==> src/pkg/lic_pkg.sv <==
// Purpose: shared constants and types for the line interface control registers
// Assumes: 8-bit documented control port, byte offsets as printed
// Notes:   all register resets are the all-zero default

package lic_pkg;

  // ---------------------------------------------------------------
  // register offsets and reset values
  // ---------------------------------------------------------------
  localparam logic [7:0] LIC_OFS_CTRL_TWO   = 8'h31;
  localparam logic [7:0] LIC_OFS_CTRL_THREE = 8'h32;
  localparam logic [7:0] LIC_OFS_CTRL_FOUR  = 8'h33;
  localparam logic [7:0] LIC_OFS_GAIN       = 8'h34;
  localparam logic [7:0] LIC_RST_VAL        = 8'h00;
  localparam logic [7:0] LIC_RD_UNMAPPED    = 8'h00;

  // line_ctrl_two fields
  localparam int LIC_B_CUSTOM_DRV  = 0;
  localparam int LIC_B_CUR_LIM_OFF = 1;
  localparam int LIC_B_CC_FILT     = 2;
  localparam int LIC_B_JA_SEL_LO   = 3;
  localparam int LIC_B_ALARM_CTRL  = 4;
  localparam int LIC_B_VIOL_INS    = 5;
  localparam int LIC_B_LINE_RST    = 6;
  localparam int LIC_B_JA_SEL_HI   = 7;

  // line_ctrl_three fields
  localparam int LIC_B_ALT_PAT     = 0;
  localparam int LIC_B_MON_LO      = 3;
  localparam int LIC_B_MON_HI      = 4;
  localparam int LIC_B_EXT_RES     = 5;
  localparam int LIC_B_CMI_INV     = 6;
  localparam int LIC_B_CMI_EN      = 7;
  localparam logic [7:0] LIC_THREE_USED = 8'hf9;  // bits 1 and 2 unused

  // line_ctrl_four fields
  localparam int LIC_B_RX_TERM_LO  = 0;
  localparam int LIC_B_TX_TERM_LO  = 3;
  localparam int LIC_B_PRESC_LO    = 6;

  // transmit gain register fields
  localparam int LIC_B_GAIN_OVR    = 6;
  localparam logic [7:0] LIC_GAIN_USED  = 8'h7f;  // bit 7 unused
  localparam logic [5:0] LIC_GAIN_AUTO  = 6'h00;  // level output while automatic

  // termination field codes
  localparam logic [2:0] LIC_TERM_75   = 3'h1;
  localparam logic [2:0] LIC_TERM_100  = 3'h2;
  localparam logic [2:0] LIC_TERM_120  = 3'h3;
  localparam logic [2:0] LIC_TERM_110  = 3'h4;
  localparam logic [2:0] LIC_TERM_133  = 3'h5;

  // consecutive ones needed before a violation goes out
  localparam logic [1:0] LIC_ONES_RUN  = 2'h3;

  // ---------------------------------------------------------------
  // types
  // ---------------------------------------------------------------
  typedef enum logic [1:0] {LIC_MODE_T1, LIC_MODE_E1, LIC_MODE_J1, LIC_MODE_CC} lic_mode_t;
  typedef enum logic [1:0] {LIC_DRV_NORMAL, LIC_DRV_SQUARE, LIC_DRV_OPEN_DRAIN} lic_drv_t;
  typedef enum logic [1:0] {LIC_PAT_DATA, LIC_PAT_ALL_ONES, LIC_PAT_ONES_NO_BPV, LIC_PAT_ALTERNATE} lic_pat_t;
  typedef enum logic [2:0] {LIC_TRM_OFF, LIC_TRM_EXT, LIC_TRM_75, LIC_TRM_100, LIC_TRM_110, LIC_TRM_120,
                            LIC_TRM_133} lic_term_t;

endpackage

==> src/hdl/lic_ctrl_regs.sv <==
// Purpose: line interface control register bank and the control it steers
// Assumes: synchronous control port, synchronous transmit bit stream
// Notes:   analog driver, equalizer and attenuator datapath live elsewhere

`timescale 1ns/1ps

// Summary of operation
// gain override clear gives automatic gain; set uses six manual gain bits.
// custom driver with zero build-out drives a square wave.
// custom driver with nonzero build-out makes the drivers open drain.
// in E1, current limit off bit disables the 50mA limiter.
// composite-clock receive filter engages only in composite-clock mode.
// low attenuator clock select enables the 2.048 to 1.544MHz PLL.
// high attenuator clock select enables the 12.8 to 2.048MHz PLL.
// software programs clock selects and prescaler even without attenuation.
// in T1, E1, J1, alarm control zero sends unframed all ones.
// in composite-clock modes, alarm control zero sends ones without violations.
// a zero-to-one write of violation insert arms one violation.
// the armed violation goes out at the next three consecutive ones.
// software clears then sets violation insert for another violation.
// zero-to-one write of line reset resets recovery and recenters attenuator.
// alternating pattern bit sends continuous one-zero pattern.
// monitor gain field selects boost, only in T1 or E1.
// resistor select tells 120 or 133 ohm external; 120 cannot give 133.
// CMI invert flips CMI on transmit and receive.
// CMI enable switches the line into CMI coding.
// receive termination field with resistor select picks the termination.
// transmit termination field picks the internal source termination.
// software writes zero to unused control and gain bits.
// software selects build-out 000 or 001 with internal termination.
// E1 with 12.8MHz master clock uses high select only, prescaler zero.
// zero-to-one is found by comparing a write with the stored value.
module lic_ctrl_regs
  import lic_pkg::*;
(
  input  wire logic      sys_clk_in,          // system clock, 250 MHz
  input  wire logic      rst_in,              // async reset, high
  input  wire logic [7:0] addr_in,            // control port address
  input  wire logic      wr_en_in,            // write strobe
  input  wire logic [7:0] wr_data_in,         // write data
  input  wire logic      rd_en_in,            // read strobe
  output logic      [7:0] rd_data_out,        // read data, next cycle
  input  wire lic_mode_t line_mode_in,        // operating line mode
  input  wire logic [2:0] buildout_sel_in,    // build-out select from line_ctrl_one
  input  wire logic      tx_bit_valid_in,     // transmit bit strobe
  input  wire logic      tx_bit_in,           // transmit bit, one = mark
  output logic           manual_gain_out,     // manual gain in use
  output logic      [5:0] gain_level_out,     // manual gain level
  output lic_drv_t       driver_mode_out,     // transmit driver mode
  output logic           current_limit_en_out,// transmit limiter active
  output logic           cc_filter_en_out,    // composite clock filter on
  output logic           pll_to_1544_en_out,  // 2.048 to 1.544 PLL on
  output logic           pll_to_2048_en_out,  // 12.8 to 2.048 PLL on
  output logic      [1:0] prescale_out,       // master clock prescaler
  output lic_pat_t       tx_pattern_out,      // transmit pattern select
  output logic           bpv_insert_out,      // one-cycle violation insert
  output logic           bpv_armed_out,       // violation waiting
  output logic           line_reset_out,      // one-cycle line reset
  output logic      [1:0] monitor_boost_out,  // monitor gain boost code
  output logic           cmi_en_out,          // CMI coding on
  output logic           cmi_tx_inv_out,      // invert transmit CMI
  output logic           cmi_rx_inv_out,      // invert receive CMI
  output lic_term_t      rx_term_out,         // receive termination
  output lic_term_t      tx_term_out          // transmit termination
);

  // ---------------------------------------------------------------
  // register storage
  // ---------------------------------------------------------------
  logic [7:0] two_q;
  logic [7:0] three_q;
  logic [7:0] four_q;
  logic [7:0] gain_q;

  // address decode
  wire logic hit_two   = (addr_in == LIC_OFS_CTRL_TWO);
  wire logic hit_three = (addr_in == LIC_OFS_CTRL_THREE);
  wire logic hit_four  = (addr_in == LIC_OFS_CTRL_FOUR);
  wire logic hit_gain  = (addr_in == LIC_OFS_GAIN);
  wire logic wr_two    = wr_en_in & hit_two;

  // unused bits are not stored, so they always read back zero
  always_ff @(posedge sys_clk_in or posedge rst_in) begin
    if (rst_in) begin
      two_q   <= LIC_RST_VAL;
      three_q <= LIC_RST_VAL;
      four_q  <= LIC_RST_VAL;
      gain_q  <= LIC_RST_VAL;
    end else if (wr_en_in) begin
      if (hit_two) two_q <= wr_data_in;
      if (hit_three) three_q <= wr_data_in & LIC_THREE_USED;
      if (hit_four) four_q <= wr_data_in;
      if (hit_gain) gain_q <= wr_data_in & LIC_GAIN_USED;
    end
  end

  // read mux; unmapped addresses answer zero
  wire logic [7:0] rd_d = hit_two   ? two_q   :
                          hit_three ? three_q :
                          hit_four  ? four_q  :
                          hit_gain  ? gain_q  : LIC_RD_UNMAPPED;

  always_ff @(posedge sys_clk_in or posedge rst_in) begin
    if (rst_in) begin
      rd_data_out <= LIC_RST_VAL;
    end else if (rd_en_in) begin
      rd_data_out <= rd_d;
    end
  end

  // ---------------------------------------------------------------
  // write-edge pulses
  // ---------------------------------------------------------------
  logic [1:0] rise_pulse;

  // bit 0 violation insert, bit 1 line reset
  lic_rise_det #(.W(2)) u_rise (
    .sys_clk_in (sys_clk_in),
    .rst_in     (rst_in),
    .wr_in      (wr_two),
    .new_in     ({wr_data_in[LIC_B_LINE_RST], wr_data_in[LIC_B_VIOL_INS]}),
    .old_in     ({two_q[LIC_B_LINE_RST], two_q[LIC_B_VIOL_INS]}),
    .pulse_out  (rise_pulse)
  );

  // ---------------------------------------------------------------
  // decoded control
  // ---------------------------------------------------------------
  wire logic is_e1    = (line_mode_in == LIC_MODE_E1);
  wire logic is_cc    = (line_mode_in == LIC_MODE_CC);
  wire logic t1_or_e1 = (line_mode_in == LIC_MODE_T1) | is_e1;
  wire logic custom   = two_q[LIC_B_CUSTOM_DRV];

  wire logic [5:0] gain_d = gain_q[LIC_B_GAIN_OVR] ? gain_q[5:0] : LIC_GAIN_AUTO;

  wire lic_drv_t drv_d = !custom                  ? LIC_DRV_NORMAL :
                         (buildout_sel_in == 3'h0) ? LIC_DRV_SQUARE
                                                   : LIC_DRV_OPEN_DRAIN;

  // limiter only switchable in E1; other modes keep it running
  wire logic lim_d = !(is_e1 & two_q[LIC_B_CUR_LIM_OFF]);
  wire logic ccf_d = is_cc & two_q[LIC_B_CC_FILT];

  // alternating test pattern overrides the alarm pattern
  wire lic_pat_t pat_d = three_q[LIC_B_ALT_PAT]    ? LIC_PAT_ALTERNATE :
                         two_q[LIC_B_ALARM_CTRL]   ? LIC_PAT_DATA :
                         is_cc                     ? LIC_PAT_ONES_NO_BPV
                                                   : LIC_PAT_ALL_ONES;

  wire logic [1:0] mon_d = t1_or_e1 ? three_q[LIC_B_MON_HI:LIC_B_MON_LO] : 2'h0;

  // receive termination; 133 needs the 133 ohm resistor fitted
  wire logic [2:0] rx_code = four_q[LIC_B_RX_TERM_LO +: 3];
  wire logic       ext133  = three_q[LIC_B_EXT_RES];
  lic_term_t       rx_d;
  always_comb begin
    case (rx_code)
      LIC_TERM_75:  rx_d = LIC_TRM_75;
      LIC_TERM_100: rx_d = LIC_TRM_100;
      LIC_TERM_120: rx_d = LIC_TRM_120;
      LIC_TERM_110: rx_d = LIC_TRM_110;
      LIC_TERM_133: rx_d = ext133 ? LIC_TRM_133 : LIC_TRM_EXT;
      default:      rx_d = LIC_TRM_EXT;
    endcase
  end

  wire logic [2:0] tx_code = four_q[LIC_B_TX_TERM_LO +: 3];
  lic_term_t       tx_d;
  always_comb begin
    case (tx_code)
      LIC_TERM_75:  tx_d = LIC_TRM_75;
      LIC_TERM_100: tx_d = LIC_TRM_100;
      LIC_TERM_120: tx_d = LIC_TRM_120;
      LIC_TERM_110: tx_d = LIC_TRM_110;
      LIC_TERM_133: tx_d = LIC_TRM_133;
      default:      tx_d = LIC_TRM_OFF;
    endcase
  end

  // registered outputs, one cycle behind the stored settings
  always_ff @(posedge sys_clk_in or posedge rst_in) begin
    if (rst_in) begin
      manual_gain_out      <= 1'b0;
      gain_level_out       <= LIC_GAIN_AUTO;
      driver_mode_out      <= LIC_DRV_NORMAL;
      current_limit_en_out <= 1'b1;
      cc_filter_en_out     <= 1'b0;
      pll_to_1544_en_out   <= 1'b0;
      pll_to_2048_en_out   <= 1'b0;
      prescale_out         <= 2'h0;
      tx_pattern_out       <= LIC_PAT_ALL_ONES;
      monitor_boost_out    <= 2'h0;
      cmi_en_out           <= 1'b0;
      cmi_tx_inv_out       <= 1'b0;
      cmi_rx_inv_out       <= 1'b0;
      rx_term_out          <= LIC_TRM_EXT;
      tx_term_out          <= LIC_TRM_OFF;
      line_reset_out       <= 1'b0;
    end else begin
      manual_gain_out      <= gain_q[LIC_B_GAIN_OVR];
      gain_level_out       <= gain_d;
      driver_mode_out      <= drv_d;
      current_limit_en_out <= lim_d;
      cc_filter_en_out     <= ccf_d;
      pll_to_1544_en_out   <= two_q[LIC_B_JA_SEL_LO];
      pll_to_2048_en_out   <= two_q[LIC_B_JA_SEL_HI];
      prescale_out         <= four_q[LIC_B_PRESC_LO +: 2];
      tx_pattern_out       <= pat_d;
      monitor_boost_out    <= mon_d;
      cmi_en_out           <= three_q[LIC_B_CMI_EN];
      cmi_tx_inv_out       <= three_q[LIC_B_CMI_INV];
      cmi_rx_inv_out       <= three_q[LIC_B_CMI_INV];
      rx_term_out          <= rx_d;
      tx_term_out          <= tx_d;
      line_reset_out       <= rise_pulse[1];
    end
  end

  // ---------------------------------------------------------------
  // single violation insertion
  // ---------------------------------------------------------------
  logic [1:0] ones_q;
  logic       armed_q;
  wire logic  one_bit  = tx_bit_valid_in & tx_bit_in;
  wire logic  zero_bit = tx_bit_valid_in & !tx_bit_in;
  // run length counting saturates; a longer run still counts as three
  wire logic [1:0] ones_d = zero_bit ? 2'h0 :
                            (one_bit && ones_q != LIC_ONES_RUN) ? ones_q + 2'h1 : ones_q;
  wire logic  fire     = armed_q & one_bit & (ones_d == LIC_ONES_RUN);
  // a new arm in the firing cycle wins, so no request is lost
  wire logic  armed_d  = rise_pulse[0] | (armed_q & !fire);

  always_ff @(posedge sys_clk_in or posedge rst_in) begin
    if (rst_in) begin
      ones_q         <= 2'h0;
      armed_q        <= 1'b0;
      bpv_insert_out <= 1'b0;
      bpv_armed_out  <= 1'b0;
    end else begin
      ones_q         <= ones_d;
      armed_q        <= armed_d;
      bpv_insert_out <= fire;
      bpv_armed_out  <= armed_d;
    end
  end

  // ---------------------------------------------------------------
  // checks
  // ---------------------------------------------------------------
  AST_GAIN_AUTO: assert property (@(posedge sys_clk_in) disable iff (rst_in)
    !manual_gain_out |-> gain_level_out == LIC_GAIN_AUTO) else $error("gain level not automatic");
  AST_SQUARE: assert property (@(posedge sys_clk_in) disable iff (rst_in)
    custom && buildout_sel_in == 3'h0 |=> driver_mode_out == LIC_DRV_SQUARE) else $error("square wave missing");
  AST_OPEN_DRAIN: assert property (@(posedge sys_clk_in) disable iff (rst_in)
    custom && buildout_sel_in != 3'h0 |=> driver_mode_out == LIC_DRV_OPEN_DRAIN) else $error("open drain missing");
  AST_LIMIT: assert property (@(posedge sys_clk_in) disable iff (rst_in)
    !is_e1 |=> current_limit_en_out) else $error("limiter off outside E1");
  AST_CC_FILT: assert property (@(posedge sys_clk_in) disable iff (rst_in)
    cc_filter_en_out |-> $past(line_mode_in) == LIC_MODE_CC) else $error("filter outside composite mode");
  AST_ALARM: assert property (@(posedge sys_clk_in) disable iff (rst_in)
    !two_q[LIC_B_ALARM_CTRL] && !three_q[LIC_B_ALT_PAT] && !is_cc |=> tx_pattern_out == LIC_PAT_ALL_ONES)
    else $error("all ones not sent");
  AST_ARM_ONE: assert property (@(posedge sys_clk_in) disable iff (rst_in)
    wr_two && wr_data_in[LIC_B_VIOL_INS] && !two_q[LIC_B_VIOL_INS] |=> ##1 bpv_armed_out)
    else $error("violation not armed");
  AST_ONE_SHOT: assert property (@(posedge sys_clk_in) disable iff (rst_in)
    bpv_insert_out |-> !bpv_armed_out || $past(rise_pulse[0])) else $error("violation repeated");
  AST_ON_RUN: assert property (@(posedge sys_clk_in) disable iff (rst_in)
    bpv_insert_out |-> $past(ones_d) == LIC_ONES_RUN && $past(one_bit)) else $error("violation off a run");
  AST_LINE_RST: assert property (@(posedge sys_clk_in) disable iff (rst_in)
    line_reset_out |=> !line_reset_out) else $error("line reset longer than a cycle");
  AST_MONITOR: assert property (@(posedge sys_clk_in) disable iff (rst_in)
    !t1_or_e1 |=> monitor_boost_out == 2'h0) else $error("boost outside T1 or E1");
  AST_RX_133: assert property (@(posedge sys_clk_in) disable iff (rst_in)
    !ext133 |=> rx_term_out != LIC_TRM_133) else $error("133 without resistor");

  // settings follow their stored bits one edge later; the line reset pulse comes two edges after its write
  AST_NORMAL: assert property (@(posedge sys_clk_in) disable iff (rst_in)
    !custom |=> driver_mode_out == LIC_DRV_NORMAL) else $error("driver not normal");
  AST_LIMIT_E1: assert property (@(posedge sys_clk_in) disable iff (rst_in)
    is_e1 && two_q[LIC_B_CUR_LIM_OFF] |=> !current_limit_en_out) else $error("limiter not off");
  AST_CC_FILT_ON: assert property (@(posedge sys_clk_in) disable iff (rst_in)
    is_cc && two_q[LIC_B_CC_FILT] |=> cc_filter_en_out) else $error("filter not on");
  AST_PLL_LO: assert property (@(posedge sys_clk_in) disable iff (rst_in)
    pll_to_1544_en_out == $past(two_q[LIC_B_JA_SEL_LO])) else $error("low pll select lost");
  AST_PLL_HI: assert property (@(posedge sys_clk_in) disable iff (rst_in)
    pll_to_2048_en_out == $past(two_q[LIC_B_JA_SEL_HI])) else $error("high pll select lost");
  AST_CC_ONES: assert property (@(posedge sys_clk_in) disable iff (rst_in)
    !two_q[LIC_B_ALARM_CTRL] && !three_q[LIC_B_ALT_PAT] && is_cc |=> tx_pattern_out == LIC_PAT_ONES_NO_BPV)
    else $error("composite ones missing");
  AST_ALT_PAT: assert property (@(posedge sys_clk_in) disable iff (rst_in)
    three_q[LIC_B_ALT_PAT] |=> tx_pattern_out == LIC_PAT_ALTERNATE) else $error("alternating missing");
  AST_RST_RISE: assert property (@(posedge sys_clk_in) disable iff (rst_in)
    wr_two && wr_data_in[LIC_B_LINE_RST] && !two_q[LIC_B_LINE_RST] |=> ##1 line_reset_out)
    else $error("line reset missing");
  AST_CMI_INV: assert property (@(posedge sys_clk_in) disable iff (rst_in)
    cmi_tx_inv_out == $past(three_q[LIC_B_CMI_INV]) && cmi_rx_inv_out == cmi_tx_inv_out)
    else $error("cmi invert lost");
  AST_CMI_EN: assert property (@(posedge sys_clk_in) disable iff (rst_in)
    cmi_en_out == $past(three_q[LIC_B_CMI_EN])) else $error("cmi enable lost");
  AST_RX_EXT: assert property (@(posedge sys_clk_in) disable iff (rst_in)
    (rx_code == 3'h0 || rx_code > LIC_TERM_133) |=> rx_term_out == LIC_TRM_EXT) else $error("rx not external");
  AST_TX_OFF: assert property (@(posedge sys_clk_in) disable iff (rst_in)
    (tx_code == 3'h0 || tx_code > LIC_TERM_133) |=> tx_term_out == LIC_TRM_OFF) else $error("tx not off");

endmodule

==> src/hdl/lic_rise_det.sv <==
// Purpose: catch a zero-to-one write of a control bit as one pulse
// Assumes: wr_in marks a write that replaces the stored bits
// Notes:   compares the written value with the stored value

`timescale 1ns/1ps

module lic_rise_det #(
  parameter int W = 1
) (
  input  wire logic         sys_clk_in,  // system clock
  input  wire logic         rst_in,      // async reset, high
  input  wire logic         wr_in,       // register write strobe
  input  wire logic [W-1:0] new_in,      // value being written
  input  wire logic [W-1:0] old_in,      // value held before the write
  output logic      [W-1:0] pulse_out    // one-cycle rise pulse
);

  // ---------------------------------------------------------------
  // edge compare
  // ---------------------------------------------------------------
  // a steady one written again gives nothing, so software must clear first
  wire logic [W-1:0] rise_d = {W{wr_in}} & new_in & ~old_in;

  always_ff @(posedge sys_clk_in or posedge rst_in) begin
    if (rst_in) begin
      pulse_out <= '0;
    end else begin
      pulse_out <= rise_d;
    end
  end

endmodule

==> config.mk <==
export PLATFORM = sky130hd
export DESIGN_NAME = lic_ctrl_regs
export DESIGN_NICKNAME = d
export VERILOG_FILES = /design/src/pkg/lic_pkg.sv /design/src/hdl/lic_ctrl_regs.sv /design/src/hdl/lic_rise_det.sv
export SDC_FILE = /design/constraint.sdc
export NUM_CORES = 1
export LEC_CHECK = 0
export ABC_AREA = 0
export BUFFER_PORTS_ARGS = -buffer_cell sky130_fd_sc_hd__buf_4
export CORE_ASPECT_RATIO = 0.8
export CORE_MARGIN = 4
export CORE_UTILIZATION = 41
export DETAILED_ROUTE_END_ITERATION = 10
export HOLD_SLACK_MARGIN = 0.03
export PLACE_DENSITY = 0.73
export SLEW_MARGIN = 15
export SYNTH_ARGS = -nofsm -noshare
export SYNTH_HDL_FRONTEND = slang
export SYNTH_SLANG_ARGS = --single-unit
==> constraint.sdc <==
create_clock -name sys_clk_in -period 6.4 [get_ports sys_clk_in]
set_input_delay 1.28 -clock sys_clk_in [delete_from_list [all_inputs] [get_ports sys_clk_in]]
set_output_delay 1.28 -clock sys_clk_in [all_outputs]
set_load 0.02 [all_outputs]
# [Word level (Yosys, flattened, before mapping)]
# Index checks and enable logic that the tools add are counted.
[word_totals] ff_bits=71 out_inout_bits=39 elab_cells=82
[op_classes] addsub=1 eq_ne=18 mux=16 bitwise_logic=13 reduce_logical=10
[op_table] cell="$eq A8 B6 Y1 const B" count=4
[op_table] cell="$pmux W3 S5" count=2
[op_table] cell="$mux W8" count=3
[op_table] cell="$mux W2" count=8
[op_table] cell="$eq A3 B2 Y1 const B" count=4
[op_table] cell="$eq A3 B3 Y1 const B" count=4
[op_table] cell="$and A1 B1 Y1" count=8
[op_table] cell="$reduce_and A2 Y1" count=4
[op_table] cell="$mux W7" count=1
[op_table] cell="$eq A3 B1 Y1 const B" count=2
[op_table] cell="$mux W6" count=1
[op_table] cell="$and A2 B2 Y2" count=2
[op_table] cell="$eq A2 B2 Y1 const B" count=2
[op_table] cell="$logic_not A1 Y1" count=3
[op_table] cell="$logic_not A3 Y1" count=1
[op_table] cell="$mux W3" count=1
[op_table] cell="$add A2 B1 Y2 const B" count=1
[op_table] cell="$eq A2 B1 Y1 const B" count=1
[op_table] cell="$logic_not A2 Y1" count=1
[op_table] cell="$ne A2 B2 Y1 const B" count=1
[op_table] cell="$not A2 Y2" count=1
[op_table] cell="$or A1 B1 Y1" count=2
[op_table] cell="$logic_and A1 B1 Y1" count=1

# [Longest topological paths before layout]
[depth] ltp_word=9 depth_mapped=6

# [Cells and area by module]
# From an unflattened synthesis, not the netlist that was laid out.
[hier_totals] hier_cells=227 area_unflattened_um2=3021.6
[modules_own_cells] mod="lic_ctrl_regs" instances=1 cells_each=222 area_each_um2=2950.3 seq_area_each_um2=1730.4
[modules_own_cells] mod="lic_rise_det" instances=1 cells_each=5 area_each_um2=71.3 seq_area_each_um2=50.0

# [Least setup slack after synthesis]
# Ideal clock, no wire load.
[synth_path] path_type="in2reg" startpoint="in addr_in[6]" endpoint="reg four_q[0]" setup_time_ns=0.125 arrival_time_ns=2.457 required_ns=6.275 setup_slack_ns=3.818 stages=6 n_path_buf=2 path_cell_list="and4bb_1 buf_4 nand2_1 or3_1 buf_4 mux2_4"
[synth_via] elab_chain_cells=2
[synth_rtl] item="from (decl)" line="lic_ctrl_regs.sv:38" text="input wire logic [7:0] addr_in,"
[synth_rtl] item="$eq A8 B6 Y1" line="lic_ctrl_regs.sv:78" text="wire logic hit_four = (addr_in == LIC_OFS_CTRL_FOUR);"
[synth_rtl] item="$reduce_and A2 Y1 (no source line)"
[synth_rtl] item="to (signal assigned)" line="lic_ctrl_regs.sv:92" text="if (hit_four) four_q <= wr_data_in;"
[synth_rtl] item="to (decl)" line="lic_ctrl_regs.sv:72" text="logic [7:0] four_q;"
# Every way passes these cells.
# A chain may end at the register's enable or synchronous reset.

# [Worst setup path after layout]
[layout_path] startpoint="in addr_in[6]" endpoint="reg four_q[7]"
# Same word-level chain as after synthesis.

==> results.ini <==
[clock_network]
cts_setup_buffers=0
tritoncts=done
clk_latency_ns=0.34
cts_buffer_depth=2
cts_root_buffer=clkbuf_8
clock_sinks=71
cts_buffers=9
cts_hold_buf=0
cts_resized=0
h-tree-depth=3
clk_pin_slew_ns=0.07

[floorplan]
die_h_um=83.9
core-area_sq_mm=0.00693
die_w_um=103
fp-row-count=27
ios=66
initial_utilization_pct=42.6
dieArea_sq_mm=0.00863

[route]
vias=2037
drc=0
dr.pass1.iters=5
vias_per_cell=5.17
routed_wirelength_mm=6.67
wire_per_inst_um=16.9
drt_iter0_markers=83
ant_nets=0

[synth]
ys_async_sr_fraction_pct=100
ys_ff_latch=71
synthesis.nets=261
yosysWarnings=0
synth_top_area_cell=dfrtp_1
yosys.cell_count.top_type=dfrtp_1
synth_cells=230
synth_area_sq_mm=0.00295
synth.top_cell.area_share_pct=57.7
seq_area_frac_synth_pct=60.3
synth_edf_count=0
ys.flop_type=dfrtp_1
synth.avg_cell_area_sq_um=12.8
synth_common_cells=dfrtp_1 (68), nand2_1 (24), mux2_2 (23), inv_1 (11), mux2_4 (8)
yosysUniqueCellTypes=42
synth_area_leaders=dfrtp_1 (58%), mux2_2 (8.8%), mux2_4 (4.1%), nand2_1 (3.1%), dfstp_2 (2.7%)

[run_status]
outcome=finished clean

[global_routing]
antenna_found_initial=0
grt_pass1_vias=2134
grt_usage_pct=16.6
grt_pass1_wl_mm=10.9
overflow=0
grt_max_degree=72

[cells_and_area]
fill_cells=580
drive_gt1_share_pct=40.1
area.sequential_sq_mm=0.00178
synthToLayoutAreaGrowth_pct=27.0
layout.cells.non_filler=394
antenna_cells=0
multi_input_area_sq_mm=0.00110
nets=333

[timing]
relSlewSlack_pct=42.2
fmaxAchievable_ghz=0.387
setup_viol=0
fin_crit_ns=2.58
fin_worst_skew_ns=0.00852
worstMarginPinSlew_ns=0.867
maxSlewViolCount=0
rsz0062_at_grt=no
hold_viol=0
setup_tns_ns=0
min_period_over_period_pct=40.4

[power_and_ir_drop]
power_leakage_uw=0.00193
power.density_mw_per_mm2=259
ir_worst_vdd_mv=0.120

[setup_path]
slowest_delay_ns=0.55
cp.required_ns=6.62
timing.critical_path.from_type=input pin
critical_path.slowest_cell=or3_1
cp_data_arrival_time_ns=2.80
critPathMaxFanout=8
critPathKind=input pin to flip-flop
crit_family=simple AND/OR/NAND/NOR gates
endpoint_kind=flip-flop
path_cells=buf_4 > and4bb_1 > nand2_1 > or3_1 > mux2_4
critPathBufInv=1
r2r_slack_ns=4.99

[hold_path]
hold_path_class=flip-flop to flip-flop

[placed_design]
dp_hpwl_mm=4.77
place.gp.congestion=0.852
io_buffers=65
dp.cells=378

[job]
maxCapViolations=0

[worst paths after layout]
check / start / end / depth (start not counted)
min in group asynchronous: rst_in / rx_term_out[1] / 3
max in group asynchronous: rst_in / u_rise.pulse_out[0] / 3
max reg2reg: ones_q[0] / armed_q / 5
min: u_rise.pulse_out[1] / line_reset_out / 0
min reg2reg: u_rise.pulse_out[1] / line_reset_out / 0
max: addr_in[6] / four_q[7] / 5
[registers in the layout, indices dropped and copies added (netlist names), 2 cells and up]
register	cells
gain_q	7
tx_term_out	3
three_q	6
rx_term_out	3
prescale_out	2
driver_mode_out	2
gain_level_out	6
four_q	8
ones_q	2
rd_data_out	8
u_rise.pulse_out	2
monitor_boost_out	2
two_q	8
tx_pattern_out	2
[kinds of logic after synthesis]
group / synth area share, %
DFF: 60.3
and+or+nand+nor: 13.0
AOI/OAI and AO/OA: 9.29
muxes: 13.2
buffers and inverters: 2.50
adders and majority gates: 1.70
[area by class of cell]
class | count | area share, %
sequential | 71 | 47.5
multi-input combinational | 143 | 29.3
timing repair buffer | 66 | 13.2
clock buffer | 13 | 4.24
tap | 87 | 2.91
clock inverter | 3 | 1.74
inverter | 11 | 1.10
[metal layers]
| layer | up-vias | global-route usage, % | share of wire (%) | wire [um] |
|---|---|---|---|---|
| met2 | 51 | 26.4 | 49 | 3270 |
| met3 | 10 | 6.35 | 6.6 | 437 |
| met4 | 0 | 4.94 | 1.1 | 72 |
| met5 | - | 0 | 0 | 0 |
| met1 | 1015 | 20.9 | 43 | 2890 |
| li1 | 961 | - | - | - |
[power by group]
group          switching [uW]  total (uW)  internal, uW
Clock                     156         396           241
Sequential               15.1         482           467
Combinational            50.1        93.1          43.0
[stage by stage]
| step | power [uW] | area, sq um | hold WS, ns | setup WS (ns) | utilization, % |
|---|---|---|---|---|---|
| after floorplan | 542 | 2950 | 0.331 | 3.33 | - |
| after global placement | 580 | 3520 | 0.341 | 3.48 | 50.9 |
| after detailed placement | 584 | 3520 | 0.338 | 3.46 | 50.9 |
| after CTS | 982 | 3750 | 0.359 | 3.83 | 54.1 |
| after global routing | 1020 | 3750 | 0.372 | 3.78 | 54.1 |
| final | 972 | 3750 | 0.357 | 3.82 | 54.1 |
[placed cells by master (no fill, tap or decap), drive strengths merged, types with 2 or more instances in the layout]
cell type  instances
a21o               2
o21ai              7
dfstp              3
a32o               7
inv               11
ha                 4
nor2b              6
o22ai              7
clkbuf            13
a22oi              2
and2               7
nand2             24
bufinv             2
a21oi              4
mux2              31
a22o               2
buf               66
nor3b              4
or3                2
nand3              5
nor2               7
dfrtp             68
nand2b             4
or2                3
(Power assumes the default switching activity.)
